File: config.mk
export PLATFORM = sky130hd
export DESIGN_NAME = dcc_top
export DESIGN_NICKNAME = d
export VERILOG_FILES = /design/src/hdl/dcc_pkg.sv /design/src/hdl/dcc_top.sv
export SDC_FILE = /design/constraint.sdc
export NUM_CORES = 1
export LEC_CHECK = 0
export BUFFER_PORTS_ARGS = -buffer_cell sky130_fd_sc_hd__buf_4
export CAP_MARGIN = 20
export CORE_MARGIN = 3
export CORE_UTILIZATION = 45
export DETAILED_ROUTE_END_ITERATION = 8
export HOLD_SLACK_MARGIN = 0.06
export PLACE_DENSITY_LB_ADDON = 0.2
export SYNTH_ARGS = -nofsm -noshare
export SYNTH_HDL_FRONTEND = slang
export SYNTH_SLANG_ARGS = --single-unit
File: constraint.sdc
create_clock -name CORE_CLK -period 1.3 [get_ports CORE_CLK]
set_input_delay 0.26 -clock CORE_CLK [delete_from_list [all_inputs] [get_ports CORE_CLK]]
set_output_delay 0.26 -clock CORE_CLK [all_outputs]
set_load 0.01 [all_outputs]
File: src/hdl/dcc_pkg.sv
// Constants, register layout and carrier types of the dual comparator control block.
// Function
// Comparator A result reads 1 when plus input above minus input, inversion off.
// Comparator A result reads 0 when plus above minus, inversion on.
// Comparator B invert bit inverts both its result bit and pad output.
// Comparator A invert bit inverts its output; clear passes it unchanged.
// Comparator B minus select: 1 picks plus input pin, 0 minus input pin.
// Comparator B plus select: 1 picks plus input pin, 0 internal reference.
// Comparator A minus select: 1 picks plus input pin, 0 minus input pin.
// Comparator A plus select: 1 picks plus input pin, 0 internal reference.
// Comparator A pad drive bit set drives its output on the pad.
// Comparator B pad drive bit drives its output; software routes it to a pin.
// Each comparator works only while its enable bit is set.
// Output change sets a sticky change flag until software clears it.
// Raw comparator results are synchronised before status and event use.
package dcc_pkg;

    localparam int          DCC_DATA_W     = 16;
    localparam int          DCC_ADDR_W     = 4;
    localparam int          DCC_SYNC_LAT   = 3;

    localparam logic [3:0]  DCC_OFS_CTRL   = 4'h0;
    localparam logic [3:0]  DCC_OFS_STAT   = 4'h1;
    localparam logic [3:0]  DCC_OFS_MASK   = 4'h2;

    localparam logic [15:0] DCC_CTRL_RST   = 16'h0000;
    localparam logic [15:0] DCC_CTRL_WMASK = 16'h8F3F;
    localparam logic [1:0]  DCC_EVT_RST    = 2'h0;

    typedef struct packed {
        logic idle_stop;
        logic unused14;
        logic cmp_b_change_flag;
        logic cmp_a_change_flag;
        logic cmp_b_on;
        logic cmp_a_on;
        logic cmp_b_pad_drive;
        logic cmp_a_pad_drive;
        logic cmp_b_result;
        logic cmp_a_result;
        logic cmp_b_invert;
        logic cmp_a_invert;
        logic cmp_b_minus_select;
        logic cmp_b_plus_select;
        logic cmp_a_minus_select;
        logic cmp_a_plus_select;
    } dcc_ctrl_t;

    typedef struct packed {
        logic out;
        logic oe;
    } dcc_pad_t;

endpackage

File: src/hdl/dcc_top.sv
// Register bank, synchronisers and event logic of the dual comparator control block.
`timescale 1ns/1ps
module dcc_top
    import dcc_pkg::*;
(
    input  wire logic                  CORE_CLK,
    input  wire logic                  RST_B,
    input  wire logic [DCC_ADDR_W-1:0] ADDR,
    input  wire logic [DCC_DATA_W-1:0] WDATA,
    input  wire logic                  WR,
    input  wire logic                  RD,
    output logic      [DCC_DATA_W-1:0] RDATA,
    input  wire logic                  CMP_A_RAW,
    input  wire logic                  CMP_B_RAW,
    output logic                       CMP_A_ON,
    output logic                       CMP_B_ON,
    output logic                       CMP_A_PLUS_SELECT,
    output logic                       CMP_A_MINUS_SELECT,
    output logic                       CMP_B_PLUS_SELECT,
    output logic                       CMP_B_MINUS_SELECT,
    output dcc_pad_t                   CMP_A_PAD,
    output dcc_pad_t                   CMP_B_PAD,
    output logic                       IRQ
);

    dcc_ctrl_t        ctrl_reg;
    logic [1:0]       sync1_reg;
    logic [1:0]       sync2_reg;
    logic [1:0]       prev_reg;
    logic [1:0]       on_d_reg;
    logic [1:0]       result_reg;
    logic [1:0]       flag_reg;
    logic [1:0]       flag_next;
    logic [1:0]       stat_reg;
    logic [1:0]       stat_next;
    logic [1:0]       mask_reg;
    logic [1:0]       mask_next;
    logic             irq_reg;
    logic [15:0]      rdata_reg;
    logic [1:0]       on_vec;
    logic [1:0]       inv_vec;
    logic [1:0]       cmp_val;
    logic [1:0]       chg;
    logic [1:0]       flag_clr;
    logic             wr_ctrl;
    logic             wr_mask;
    logic             rd_stat;
    dcc_ctrl_t        ctrl_view;
    logic [2:0]       warm_reg;
    logic [DCC_SYNC_LAT-1:0] on_hist_a_reg;
    logic [DCC_SYNC_LAT-1:0] on_hist_b_reg;
    logic [1:0]       settled;

    assign on_vec  = {ctrl_reg.cmp_b_on, ctrl_reg.cmp_a_on};
    assign inv_vec = {ctrl_reg.cmp_b_invert, ctrl_reg.cmp_a_invert};
    assign wr_ctrl = WR && (ADDR == DCC_OFS_CTRL);
    assign wr_mask = WR && (ADDR == DCC_OFS_MASK);
    assign rd_stat = RD && (ADDR == DCC_OFS_STAT);

    // The first stage feeds only the second stage.
    always_ff @(posedge CORE_CLK or negedge RST_B) begin
        if (!RST_B) begin
            sync1_reg <= 2'h0;
            sync2_reg <= 2'h0;
        end else begin
            sync1_reg <= {CMP_B_RAW, CMP_A_RAW};
            sync2_reg <= sync1_reg;
        end
    end

    // A disabled comparator is seen as a steady low.
    assign cmp_val = sync2_reg & on_vec;

    // Changes are taken from the raw comparison, so toggling inversion raises no event.
    // A core that was just enabled leaves samples of its idle output in the synchroniser.
    // Events wait until every stage holds a sample taken while the core was enabled.
    assign settled = {&on_hist_b_reg, &on_hist_a_reg};
    assign chg     = on_vec & on_d_reg & settled & (cmp_val ^ prev_reg);

    always_ff @(posedge CORE_CLK or negedge RST_B) begin
        if (!RST_B) begin
            on_hist_a_reg <= '0;
            on_hist_b_reg <= '0;
        end else begin
            on_hist_a_reg <= {on_hist_a_reg[DCC_SYNC_LAT-2:0], on_vec[0]};
            on_hist_b_reg <= {on_hist_b_reg[DCC_SYNC_LAT-2:0], on_vec[1]};
        end
    end

    always_ff @(posedge CORE_CLK or negedge RST_B) begin
        if (!RST_B) begin
            prev_reg <= 2'h0;
            on_d_reg <= 2'h0;
        end else begin
            prev_reg <= cmp_val;
            on_d_reg <= on_vec;
        end
    end

    always_ff @(posedge CORE_CLK or negedge RST_B) begin
        if (!RST_B) begin
            result_reg <= 2'h0;
        end else begin
            result_reg <= (cmp_val ^ inv_vec) & on_vec;
        end
    end

    always_ff @(posedge CORE_CLK or negedge RST_B) begin
        if (!RST_B) begin
            ctrl_reg <= dcc_ctrl_t'(DCC_CTRL_RST);
        end else if (wr_ctrl) begin
            ctrl_reg <= dcc_ctrl_t'(WDATA & DCC_CTRL_WMASK);
        end
    end

    // Writing 0 clears a change flag, writing 1 leaves it; a new change wins.
    assign flag_clr  = wr_ctrl ? ~{WDATA[13], WDATA[12]} : 2'h0;
    assign flag_next = (flag_reg & ~flag_clr) | chg;

    always_ff @(posedge CORE_CLK or negedge RST_B) begin
        if (!RST_B) begin
            flag_reg <= DCC_EVT_RST;
        end else begin
            flag_reg <= flag_next;
        end
    end

    // Interrupt status is cleared by reading it; a change in that cycle survives.
    assign stat_next = (rd_stat ? 2'h0 : stat_reg) | chg;
    assign mask_next = wr_mask ? WDATA[1:0] : mask_reg;

    always_ff @(posedge CORE_CLK or negedge RST_B) begin
        if (!RST_B) begin
            stat_reg <= DCC_EVT_RST;
            mask_reg <= DCC_EVT_RST;
            irq_reg  <= 1'b0;
        end else begin
            stat_reg <= stat_next;
            mask_reg <= mask_next;
            irq_reg  <= |(stat_next & mask_next);
        end
    end

    always_comb begin
        ctrl_view                   = ctrl_reg;
        ctrl_view.cmp_a_change_flag = flag_reg[0];
        ctrl_view.cmp_b_change_flag = flag_reg[1];
        ctrl_view.cmp_a_result      = result_reg[0];
        ctrl_view.cmp_b_result      = result_reg[1];
    end

    always_ff @(posedge CORE_CLK or negedge RST_B) begin
        if (!RST_B) begin
            rdata_reg <= 16'h0000;
        end else if (RD) begin
            if (ADDR == DCC_OFS_CTRL) begin
                rdata_reg <= ctrl_view;
            end else if (ADDR == DCC_OFS_STAT) begin
                rdata_reg <= {14'h0000, stat_reg};
            end else if (ADDR == DCC_OFS_MASK) begin
                rdata_reg <= {14'h0000, mask_reg};
            end else begin
                rdata_reg <= 16'h0000;
            end
        end else begin
            rdata_reg <= 16'h0000;
        end
    end

    assign RDATA              = rdata_reg;
    assign IRQ                = irq_reg;
    assign CMP_A_ON           = ctrl_reg.cmp_a_on;
    assign CMP_B_ON           = ctrl_reg.cmp_b_on;
    assign CMP_A_PLUS_SELECT  = ctrl_reg.cmp_a_plus_select;
    assign CMP_A_MINUS_SELECT = ctrl_reg.cmp_a_minus_select;
    assign CMP_B_PLUS_SELECT  = ctrl_reg.cmp_b_plus_select;
    assign CMP_B_MINUS_SELECT = ctrl_reg.cmp_b_minus_select;
    assign CMP_A_PAD          = '{out: result_reg[0], oe: ctrl_reg.cmp_a_pad_drive};
    assign CMP_B_PAD          = '{out: result_reg[1], oe: ctrl_reg.cmp_b_pad_drive};

    // Helper for the checks: counts the first cycles after reset release.
    always_ff @(posedge CORE_CLK or negedge RST_B) begin
        if (!RST_B) begin
            warm_reg <= 3'h0;
        end else if (warm_reg != 3'h5) begin
            warm_reg <= warm_reg + 3'h1;
        end
    end

    property p_a_plain_high;
        @(posedge CORE_CLK) disable iff (!RST_B)
        (ctrl_reg.cmp_a_on && !ctrl_reg.cmp_a_invert && CMP_A_RAW)[*4] |-> result_reg[0];
    endproperty
    a_a_plain_high: assert property (p_a_plain_high) else $error("A result not high");

    property p_a_plain_low;
        @(posedge CORE_CLK) disable iff (!RST_B)
        (ctrl_reg.cmp_a_on && !ctrl_reg.cmp_a_invert && !CMP_A_RAW)[*4] |-> !result_reg[0];
    endproperty
    a_a_plain_low: assert property (p_a_plain_low) else $error("A result not low");

    property p_a_inv_high;
        @(posedge CORE_CLK) disable iff (!RST_B)
        (ctrl_reg.cmp_a_on && ctrl_reg.cmp_a_invert && CMP_A_RAW)[*4] |-> !result_reg[0];
    endproperty
    a_a_inv_high: assert property (p_a_inv_high) else $error("A inverted result wrong");

    property p_a_inv_pad;
        @(posedge CORE_CLK) disable iff (!RST_B)
        (ctrl_reg.cmp_a_on && ctrl_reg.cmp_a_invert && !CMP_A_RAW)[*4] |-> CMP_A_PAD.out;
    endproperty
    a_a_inv_pad: assert property (p_a_inv_pad) else $error("A pad not inverted");

    property p_b_inv;
        @(posedge CORE_CLK) disable iff (!RST_B)
        (ctrl_reg.cmp_b_on && ctrl_reg.cmp_b_invert && !CMP_B_RAW)[*4]
        |-> result_reg[1] && CMP_B_PAD.out;
    endproperty
    a_b_inv: assert property (p_b_inv) else $error("B output not inverted");

    property p_b_plain;
        @(posedge CORE_CLK) disable iff (!RST_B)
        (ctrl_reg.cmp_b_on && !ctrl_reg.cmp_b_invert && CMP_B_RAW)[*4]
        |-> result_reg[1] && CMP_B_PAD.out;
    endproperty
    a_b_plain: assert property (p_b_plain) else $error("B output wrongly inverted");

    property p_sel_write;
        @(posedge CORE_CLK) disable iff (!RST_B)
        (WR && ADDR == DCC_OFS_CTRL) |=> {CMP_B_MINUS_SELECT, CMP_B_PLUS_SELECT,
            CMP_A_MINUS_SELECT, CMP_A_PLUS_SELECT} == $past(WDATA[3:0]);
    endproperty
    a_sel_write: assert property (p_sel_write) else $error("Input select not taken");

    property p_pad_write;
        @(posedge CORE_CLK) disable iff (!RST_B)
        (WR && ADDR == DCC_OFS_CTRL) |=> {CMP_B_PAD.oe, CMP_A_PAD.oe} == $past(WDATA[9:8]);
    endproperty
    a_pad_write: assert property (p_pad_write) else $error("Pad drive not taken");

    property p_off_quiet;
        @(posedge CORE_CLK) disable iff (!RST_B)
        !CMP_A_ON |=> !result_reg[0] && !($rose(flag_reg[0]));
    endproperty
    a_off_quiet: assert property (p_off_quiet) else $error("Disabled A active");

    property p_change_flag;
        @(posedge CORE_CLK) disable iff (!RST_B)
        (CMP_A_ON && on_d_reg[0] && $changed(CMP_A_RAW)) ##1 CMP_A_ON[*2] |=> flag_reg[0];
    endproperty
    a_change_flag: assert property (p_change_flag) else $error("A change not flagged");

    property p_flag_sticky;
        @(posedge CORE_CLK) disable iff (!RST_B)
        (flag_reg[1] && !(wr_ctrl && !WDATA[13])) |=> flag_reg[1];
    endproperty
    a_flag_sticky: assert property (p_flag_sticky) else $error("B flag lost");

    property p_sync_delay;
        @(posedge CORE_CLK) disable iff (!RST_B)
        (warm_reg == 3'h5 && $changed(result_reg[0]))
        |-> ($past(CMP_A_RAW, 3) != $past(CMP_A_RAW, 4)) || ($past(ctrl_reg, 1) != $past(ctrl_reg, 2));
    endproperty
    a_sync_delay: assert property (p_sync_delay) else $error("A result skipped sync");

    property p_irq_level;
        @(posedge CORE_CLK) disable iff (!RST_B)
        |(stat_reg & mask_reg) |-> IRQ;
    endproperty
    a_irq_level: assert property (p_irq_level) else $error("Interrupt not raised");

    property p_a_inv_low;
        @(posedge CORE_CLK) disable iff (!RST_B)
        (ctrl_reg.cmp_a_on && ctrl_reg.cmp_a_invert && !CMP_A_RAW)[*4] |-> result_reg[0];
    endproperty
    a_a_inv_low: assert property (p_a_inv_low) else $error("A inverted low result wrong");

    property p_b_plain_low;
        @(posedge CORE_CLK) disable iff (!RST_B)
        (ctrl_reg.cmp_b_on && !ctrl_reg.cmp_b_invert && !CMP_B_RAW)[*4] |-> !result_reg[1] && !CMP_B_PAD.out;
    endproperty
    a_b_plain_low: assert property (p_b_plain_low) else $error("B output not low");

    property p_b_change_flag;
        @(posedge CORE_CLK) disable iff (!RST_B)
        (CMP_B_ON && on_d_reg[1] && $changed(CMP_B_RAW)) ##1 CMP_B_ON[*2] |=> flag_reg[1];
    endproperty
    a_b_change_flag: assert property (p_b_change_flag) else $error("B change not flagged");

    property p_b_off_quiet;
        @(posedge CORE_CLK) disable iff (!RST_B)
        !CMP_B_ON |=> !result_reg[1] && !($rose(flag_reg[1]));
    endproperty
    a_b_off_quiet: assert property (p_b_off_quiet) else $error("Disabled B active");

    property p_flag_clear;
        @(posedge CORE_CLK) disable iff (!RST_B)
        (wr_ctrl && !WDATA[12] && !chg[0]) |=> !flag_reg[0];
    endproperty
    a_flag_clear: assert property (p_flag_clear) else $error("A flag not cleared");

    property p_cfg_hold;
        @(posedge CORE_CLK) disable iff (!RST_B)
        !wr_ctrl |=> $stable(ctrl_reg);
    endproperty
    a_cfg_hold: assert property (p_cfg_hold) else $error("Control changed without write");

    property p_unmapped;
        @(posedge CORE_CLK) disable iff (!RST_B)
        (WR && ADDR > DCC_OFS_MASK) |=> $stable(ctrl_reg) && $stable(mask_reg);
    endproperty
    a_unmapped: assert property (p_unmapped) else $error("Unmapped write took effect");

    property p_mask_write;
        @(posedge CORE_CLK) disable iff (!RST_B)
        (WR && ADDR == DCC_OFS_MASK) |=> mask_reg == $past(WDATA[1:0]);
    endproperty
    a_mask_write: assert property (p_mask_write) else $error("Mask not taken");

    property p_stat_clear;
        @(posedge CORE_CLK) disable iff (!RST_B)
        (rd_stat && !(|chg)) |=> stat_reg == 2'h0;
    endproperty
    a_stat_clear: assert property (p_stat_clear) else $error("Status not cleared by read");

    property p_rdata_idle;
        @(posedge CORE_CLK) disable iff (!RST_B)
        !RD |=> RDATA == 16'h0000;
    endproperty
    a_rdata_idle: assert property (p_rdata_idle) else $error("Read data without read");

    property p_irq_off;
        @(posedge CORE_CLK) disable iff (!RST_B)
        !(|(stat_reg & mask_reg)) |-> !IRQ;
    endproperty
    a_irq_off: assert property (p_irq_off) else $error("Interrupt without masked status");

    c_a_event: cover property (@(posedge CORE_CLK) disable iff (!RST_B) $rose(flag_reg[0]));
    c_stat_clear: cover property (@(posedge CORE_CLK) disable iff (!RST_B) $fell(stat_reg[0]));
    c_b_event: cover property (@(posedge CORE_CLK) disable iff (!RST_B) $rose(flag_reg[1]));
    c_irq: cover property (@(posedge CORE_CLK) disable iff (!RST_B) $rose(IRQ));
    c_inv_pad: cover property (@(posedge CORE_CLK) disable iff (!RST_B)
        CMP_B_PAD.oe && ctrl_reg.cmp_b_invert && CMP_B_PAD.out);

endmodule // dcc_top

After elaboration in Yosys (flattened, before gate mapping):

Cells that the tools add are included.

* equal/unequal tests: 2
* muxes and demuxes: 7
* bitwise operators: 13
* reductions and logical operators: 7

Operators with widths (number)
* two-way mux 16 bit: 3
* AND 2 bit: 7
* two-way mux 2 bit: 4
* AND reduction 3 bit: 2
* == test 4 x 1 -> 1 bit, second input constant: 1
* == test 4 x 2 -> 1 bit, second input constant: 1
* logical NOT 4 bit: 1
* inverter 2 bit: 2
* bitwise OR 2 bit: 2
* XOR 2 bit: 2
* logical AND 1 bit: 3
* OR reduction 2 bit: 1

* register bits after elaboration: 50
* input bits: 26
* output and inout port bits: 27
* logic and storage cells: 52

Depth between registers and ports, before layout:

* word-level depth: 6
* depth in mapped cells: 5
* depth with buffers taken out: 4

Worst setup path before layout:

Ideal clock, no wire load.

* path kind: input to register
* start: input ADDR[1]
* end: register ctrl_reg, in the netlist CMP_A_ON
* setup time: 0.125 ns
* arrival time: 1.154 ns
* path slack: 0.021 ns
* stages on the path: 4
* buffers on the path: 1
* cell sequence: nor4_4 > nand2_2 > buf_6 > mux2_4

* cells in the longest elaborated chain, start to end: 2

RTL lines
* start, declared: line dcc_top.sv:8 `input wire logic [DCC_ADDR_W-1:0] ADDR,`
* logical NOT 4 bit: line dcc_top.sv:56 `assign wr_ctrl = WR && (ADDR == DCC_OFS_CTRL);`
* logical AND 1 bit: line dcc_top.sv:56
* end signal, assigned: line dcc_top.sv:110 `ctrl_reg <= dcc_ctrl_t'(DCC_CTRL_RST);`
* end signal, assigned: line dcc_top.sv:112 `ctrl_reg <= dcc_ctrl_t'(WDATA & DCC_CTRL_WMASK);`
* end, declared: line dcc_top.sv:26 `dcc_ctrl_t ctrl_reg;`

No other way between the ends.
A chain may end at the register's enable or synchronous reset.

Worst setup path in the final report:

* start: input ADDR[3]
* end: register irq_reg, in the netlist IRQ

* elaborated cells on any way between the ends: 9
* those cells by class: eq/ne: 2; mux: 2; bitwise: 2; reduce/logical: 3

RTL lines
* == test 4 x 2 -> 1 bit: line dcc_top.sv:57 `assign wr_mask = WR && (ADDR == DCC_OFS_MASK);`
* logical AND 1 bit: line dcc_top.sv:57
* two-way mux 2 bit: line dcc_top.sv:130 `assign mask_next = wr_mask ? WDATA[1:0] : mask_reg;`
* via mask_next[0]: line dcc_top.sv:37 `logic [1:0] mask_next;`
* AND 2 bit: line dcc_top.sv:140 `irq_reg <= |(stat_next & mask_next);`
* OR reduction 2 bit: line dcc_top.sv:140
* end signal, assigned: line dcc_top.sv:140
* end, declared: line dcc_top.sv:38 `logic irq_reg;`

The timed path passes the listed nets, and every way through them passes these cells.

==> reports/metrics.csv <==
stage,metric,value,unit
status,status,"finished, final reports clean",
synthesis,most frequent cells after synthesis,"47 x dfrtp_1, 13 x and3_1, 8 x mux2_4",
cts,H-tree depth,2,
setup_path,CP Max Fanout,3,
setup_path,critical path type,input port to flip-flop,
grt,first-pass GRT wire length,4.84,mm
synthesis,most frequent cell after synthesis,dfrtp_1,
drt,Iteration-0 DRC Markers,41,
synthesis,syn_nets,138,
flow_run,Max-cap violations,0,
drt,final antenna-violating net count,0,
cts,Clock Tree Root,clkbuf_8,
timing,post-layout min period,1170,ps
synthesis,Synth Flop Type,dfrtp_1,
synthesis,synth warn,0,
floorplan,row cnt,21,
timing,Final Hold Violating Endpoints,0,
synthesis,cell count after synthesis,112,
synthesis,Cell variety after synth,25,
cts,"Clk Latency, worst-skew pair",290,ps
finish,Final #Nets,195,
finish,Reg area,1180,µm²
timing,worst slew pin tran,556,ps
hold_path,HP Class,input port to flip-flop,
floorplan,I/O Pins,53,
floorplan,Die ar.,4570,µm²
grt,initial antenna violation count,0,
timing,Tcrit/Tclk final,90.0,%
floorplan,Core ar.,3490,µm²
finish,area of the multi-input gates,492,µm²
timing,unrepaired setup endpoints after global routing,no,
synthesis,Yosys top cell area share,68.8,%
setup_path,Worst EP arrival,1350,ps
power_and_ir_drop,Pleak,1.19,nW
floorplan,Die Y,67.6,µm
synthesis,"EDFF count, synth",0,
drt,WL per Instance,13.9,µm
grt,vias in the first global route,1049,
power_and_ir_drop,VDD IR max,0.00102,V
floorplan,Initial Utilization,48.9,%
timing,Clock Skew,3.89,ps
grt,gr usage total,14.6,%
setup_path,CP startpoint kind,input port,
power_and_ir_drop,power per cell area,1500,nW/µm²
placement,IO Port Bufs,48,
setup_path,endpoint type of the worst setup path,flip-flop,
timing,setup TNS,0,ps
grt,largest net degree at the start of global routing,48,
cts,Sinks on Clock Net,47,
finish,Fill cells,263,
floorplan,die width,67.6,µm
synthesis,sequential fraction of the synthesis area,68.8,%
grt,grt total ovfl,0,
cts,clock slew at reported path FFs,70,ps
synthesis,asr flop ratio synth,100,%
finish,share of cells above drive strength 1,45.0,%
synthesis,syn avg cell area,15.3,µm²
drt,final wirelength,2.99,mm
timing,Worst slew margin,62.9,%
setup_path,Worst Path Required,1480,ps
finish,synth-to-layout area growth,32.4,%
synthesis,largest area contributor in the netlist,dfrtp_1,
drt,vias per cell,4.84,
drt,via count,1040,
cts,CTS buffer count,5,
cts,Clock Path Buffers,2,
cts,post-CTS setup buffer count,0,
drt,DR pass1 iterations,4,
drt,post-route DRC violation count,0,
timing,Setup-failing EPs final,0,
synthesis,Mapped Area,1710,µm²
synthesis,#FFs+latches synth,47,
cts,CTS tree,yes,
power_and_ir_drop,Final Total Pwr,3.39,mW
timing,Highest Clock Rate,855,MHz
timing,fin. max-slew vios,0,
placement,hpwl dp,2.17,mm
finish,max reg flops,15,
placement,gp weighted congestion,0.714,
synthesis,Synth area leaders,"dfrtp_1 69%, mux2_4 7.0%, and3_1 4.8%",
finish,Antenna Cells,0,
[metal layers]
metal  up-vias  global-route usage [%]  routed length (µm)
li1        496                       -                   -
met1       506                    18.6                1280
met2        34                    23.3                1460
met3         4                    3.49                 223
met4         0                    6.84                  32
met5         -                       0                   0
[cells by family after synthesis]
logic type / Yosys count / share of synthesized area, %
mux: 13 / 10.3
other cells: 1 / 0.219
xor+xnor: 4 / 2.05
simple gates: 32 / 12.4
flops: 47 / 68.8
compound gates: 9 / 3.73
buf+inv: 6 / 2.42
[repair_timing]
item                       in CTS  in global routing
resized for setup               0                  0
hold buffers                    1                  0
setup endpoints to repair       0                  0
hold endpoints to repair       47                  0
[layout make-up]
type / instances / share of cell area [%]
clock inverter: 1 / 1.33
timing repair buffer: 56 / 19.2
multi-input combinational: 59 / 21.7
tap: 46 / 2.54
sequential: 47 / 52.0
clock buffer: 6 / 3.21
[metrics by stage]
step	setup WS, ps	hold slack (ps)	cells	cell area (µm²)	utilization, %
floorplan	21.1	-35.6	112	1710	-
global placement	-134	287	207	2150	61.5
detailed placement	-162	291	207	2150	61.5
CTS	119	63.5	215	2260	64.8
global route	85.6	64.2	215	2260	64.8
finish	130	75.4	215	2260	64.8
[power by group]
part / switching, mW / total, mW / internal (mW)
registers: 0.139 / 1.83 / 1.69
logic: 0.226 / 0.566 / 0.341
clock network: 0.426 / 0.989 / 0.563
[worst paths after layout]
| path | from | to | slack (ps) | depth (start not counted) |
|---|---|---|---|---|
| max in group asynchronous | RST_B | mask_reg[1] | 410 | 2 |
| hold reg to reg | sync1_reg[1] | sync2_reg[1] | 360 | 0 |
| hold / removal | CMP_B_RAW | sync1_reg[1] | 80 | 1 |
| setup / recovery | ADDR[3] | IRQ | 130 | 5 |
| min in group asynchronous | RST_B | RDATA[15] | 510 | 2 |
| setup reg to reg | sync2_reg[0] | IRQ | 180 | 3 |
[worst max-delay path, cell delays in order]
cell,delay (ps)
buf_4,120
nor2_1,130
and4b_1,250
mux2_2,360
a22o_1,210
[layout by cell type, fill, tap and decap left out]
| cell | count |
|---|---|
| a2111oi_0 | 2 |
| a22o_1 | 1 |
| and2_1 | 4 |
| and3_1 | 13 |
| and4b_1 | 1 |
| buf_12 | 1 |
| buf_4 | 54 |
| bufinv_16 | 1 |
| clkbuf_1 | 1 |
| clkbuf_8 | 5 |
| conb_1 | 1 |
| dfrtp_1 | 47 |
| dlygate4sd3_1 | 1 |
| mux2_2 | 5 |
| mux2_4 | 8 |
| nand2_1 | 1 |
| nand2_2 | 1 |
| nand2b_1 | 2 |
| nand4_1 | 2 |
| nand4b_1 | 1 |
| nor2_1 | 3 |
| nor2b_1 | 2 |
| nor4_4 | 1 |
| o21ai_0 | 4 |
| o2bb2ai_1 | 2 |
| or4_1 | 1 |
| xnor2_1 | 2 |
| xor2_1 | 2 |
Power figures use the tool's default switching activity.
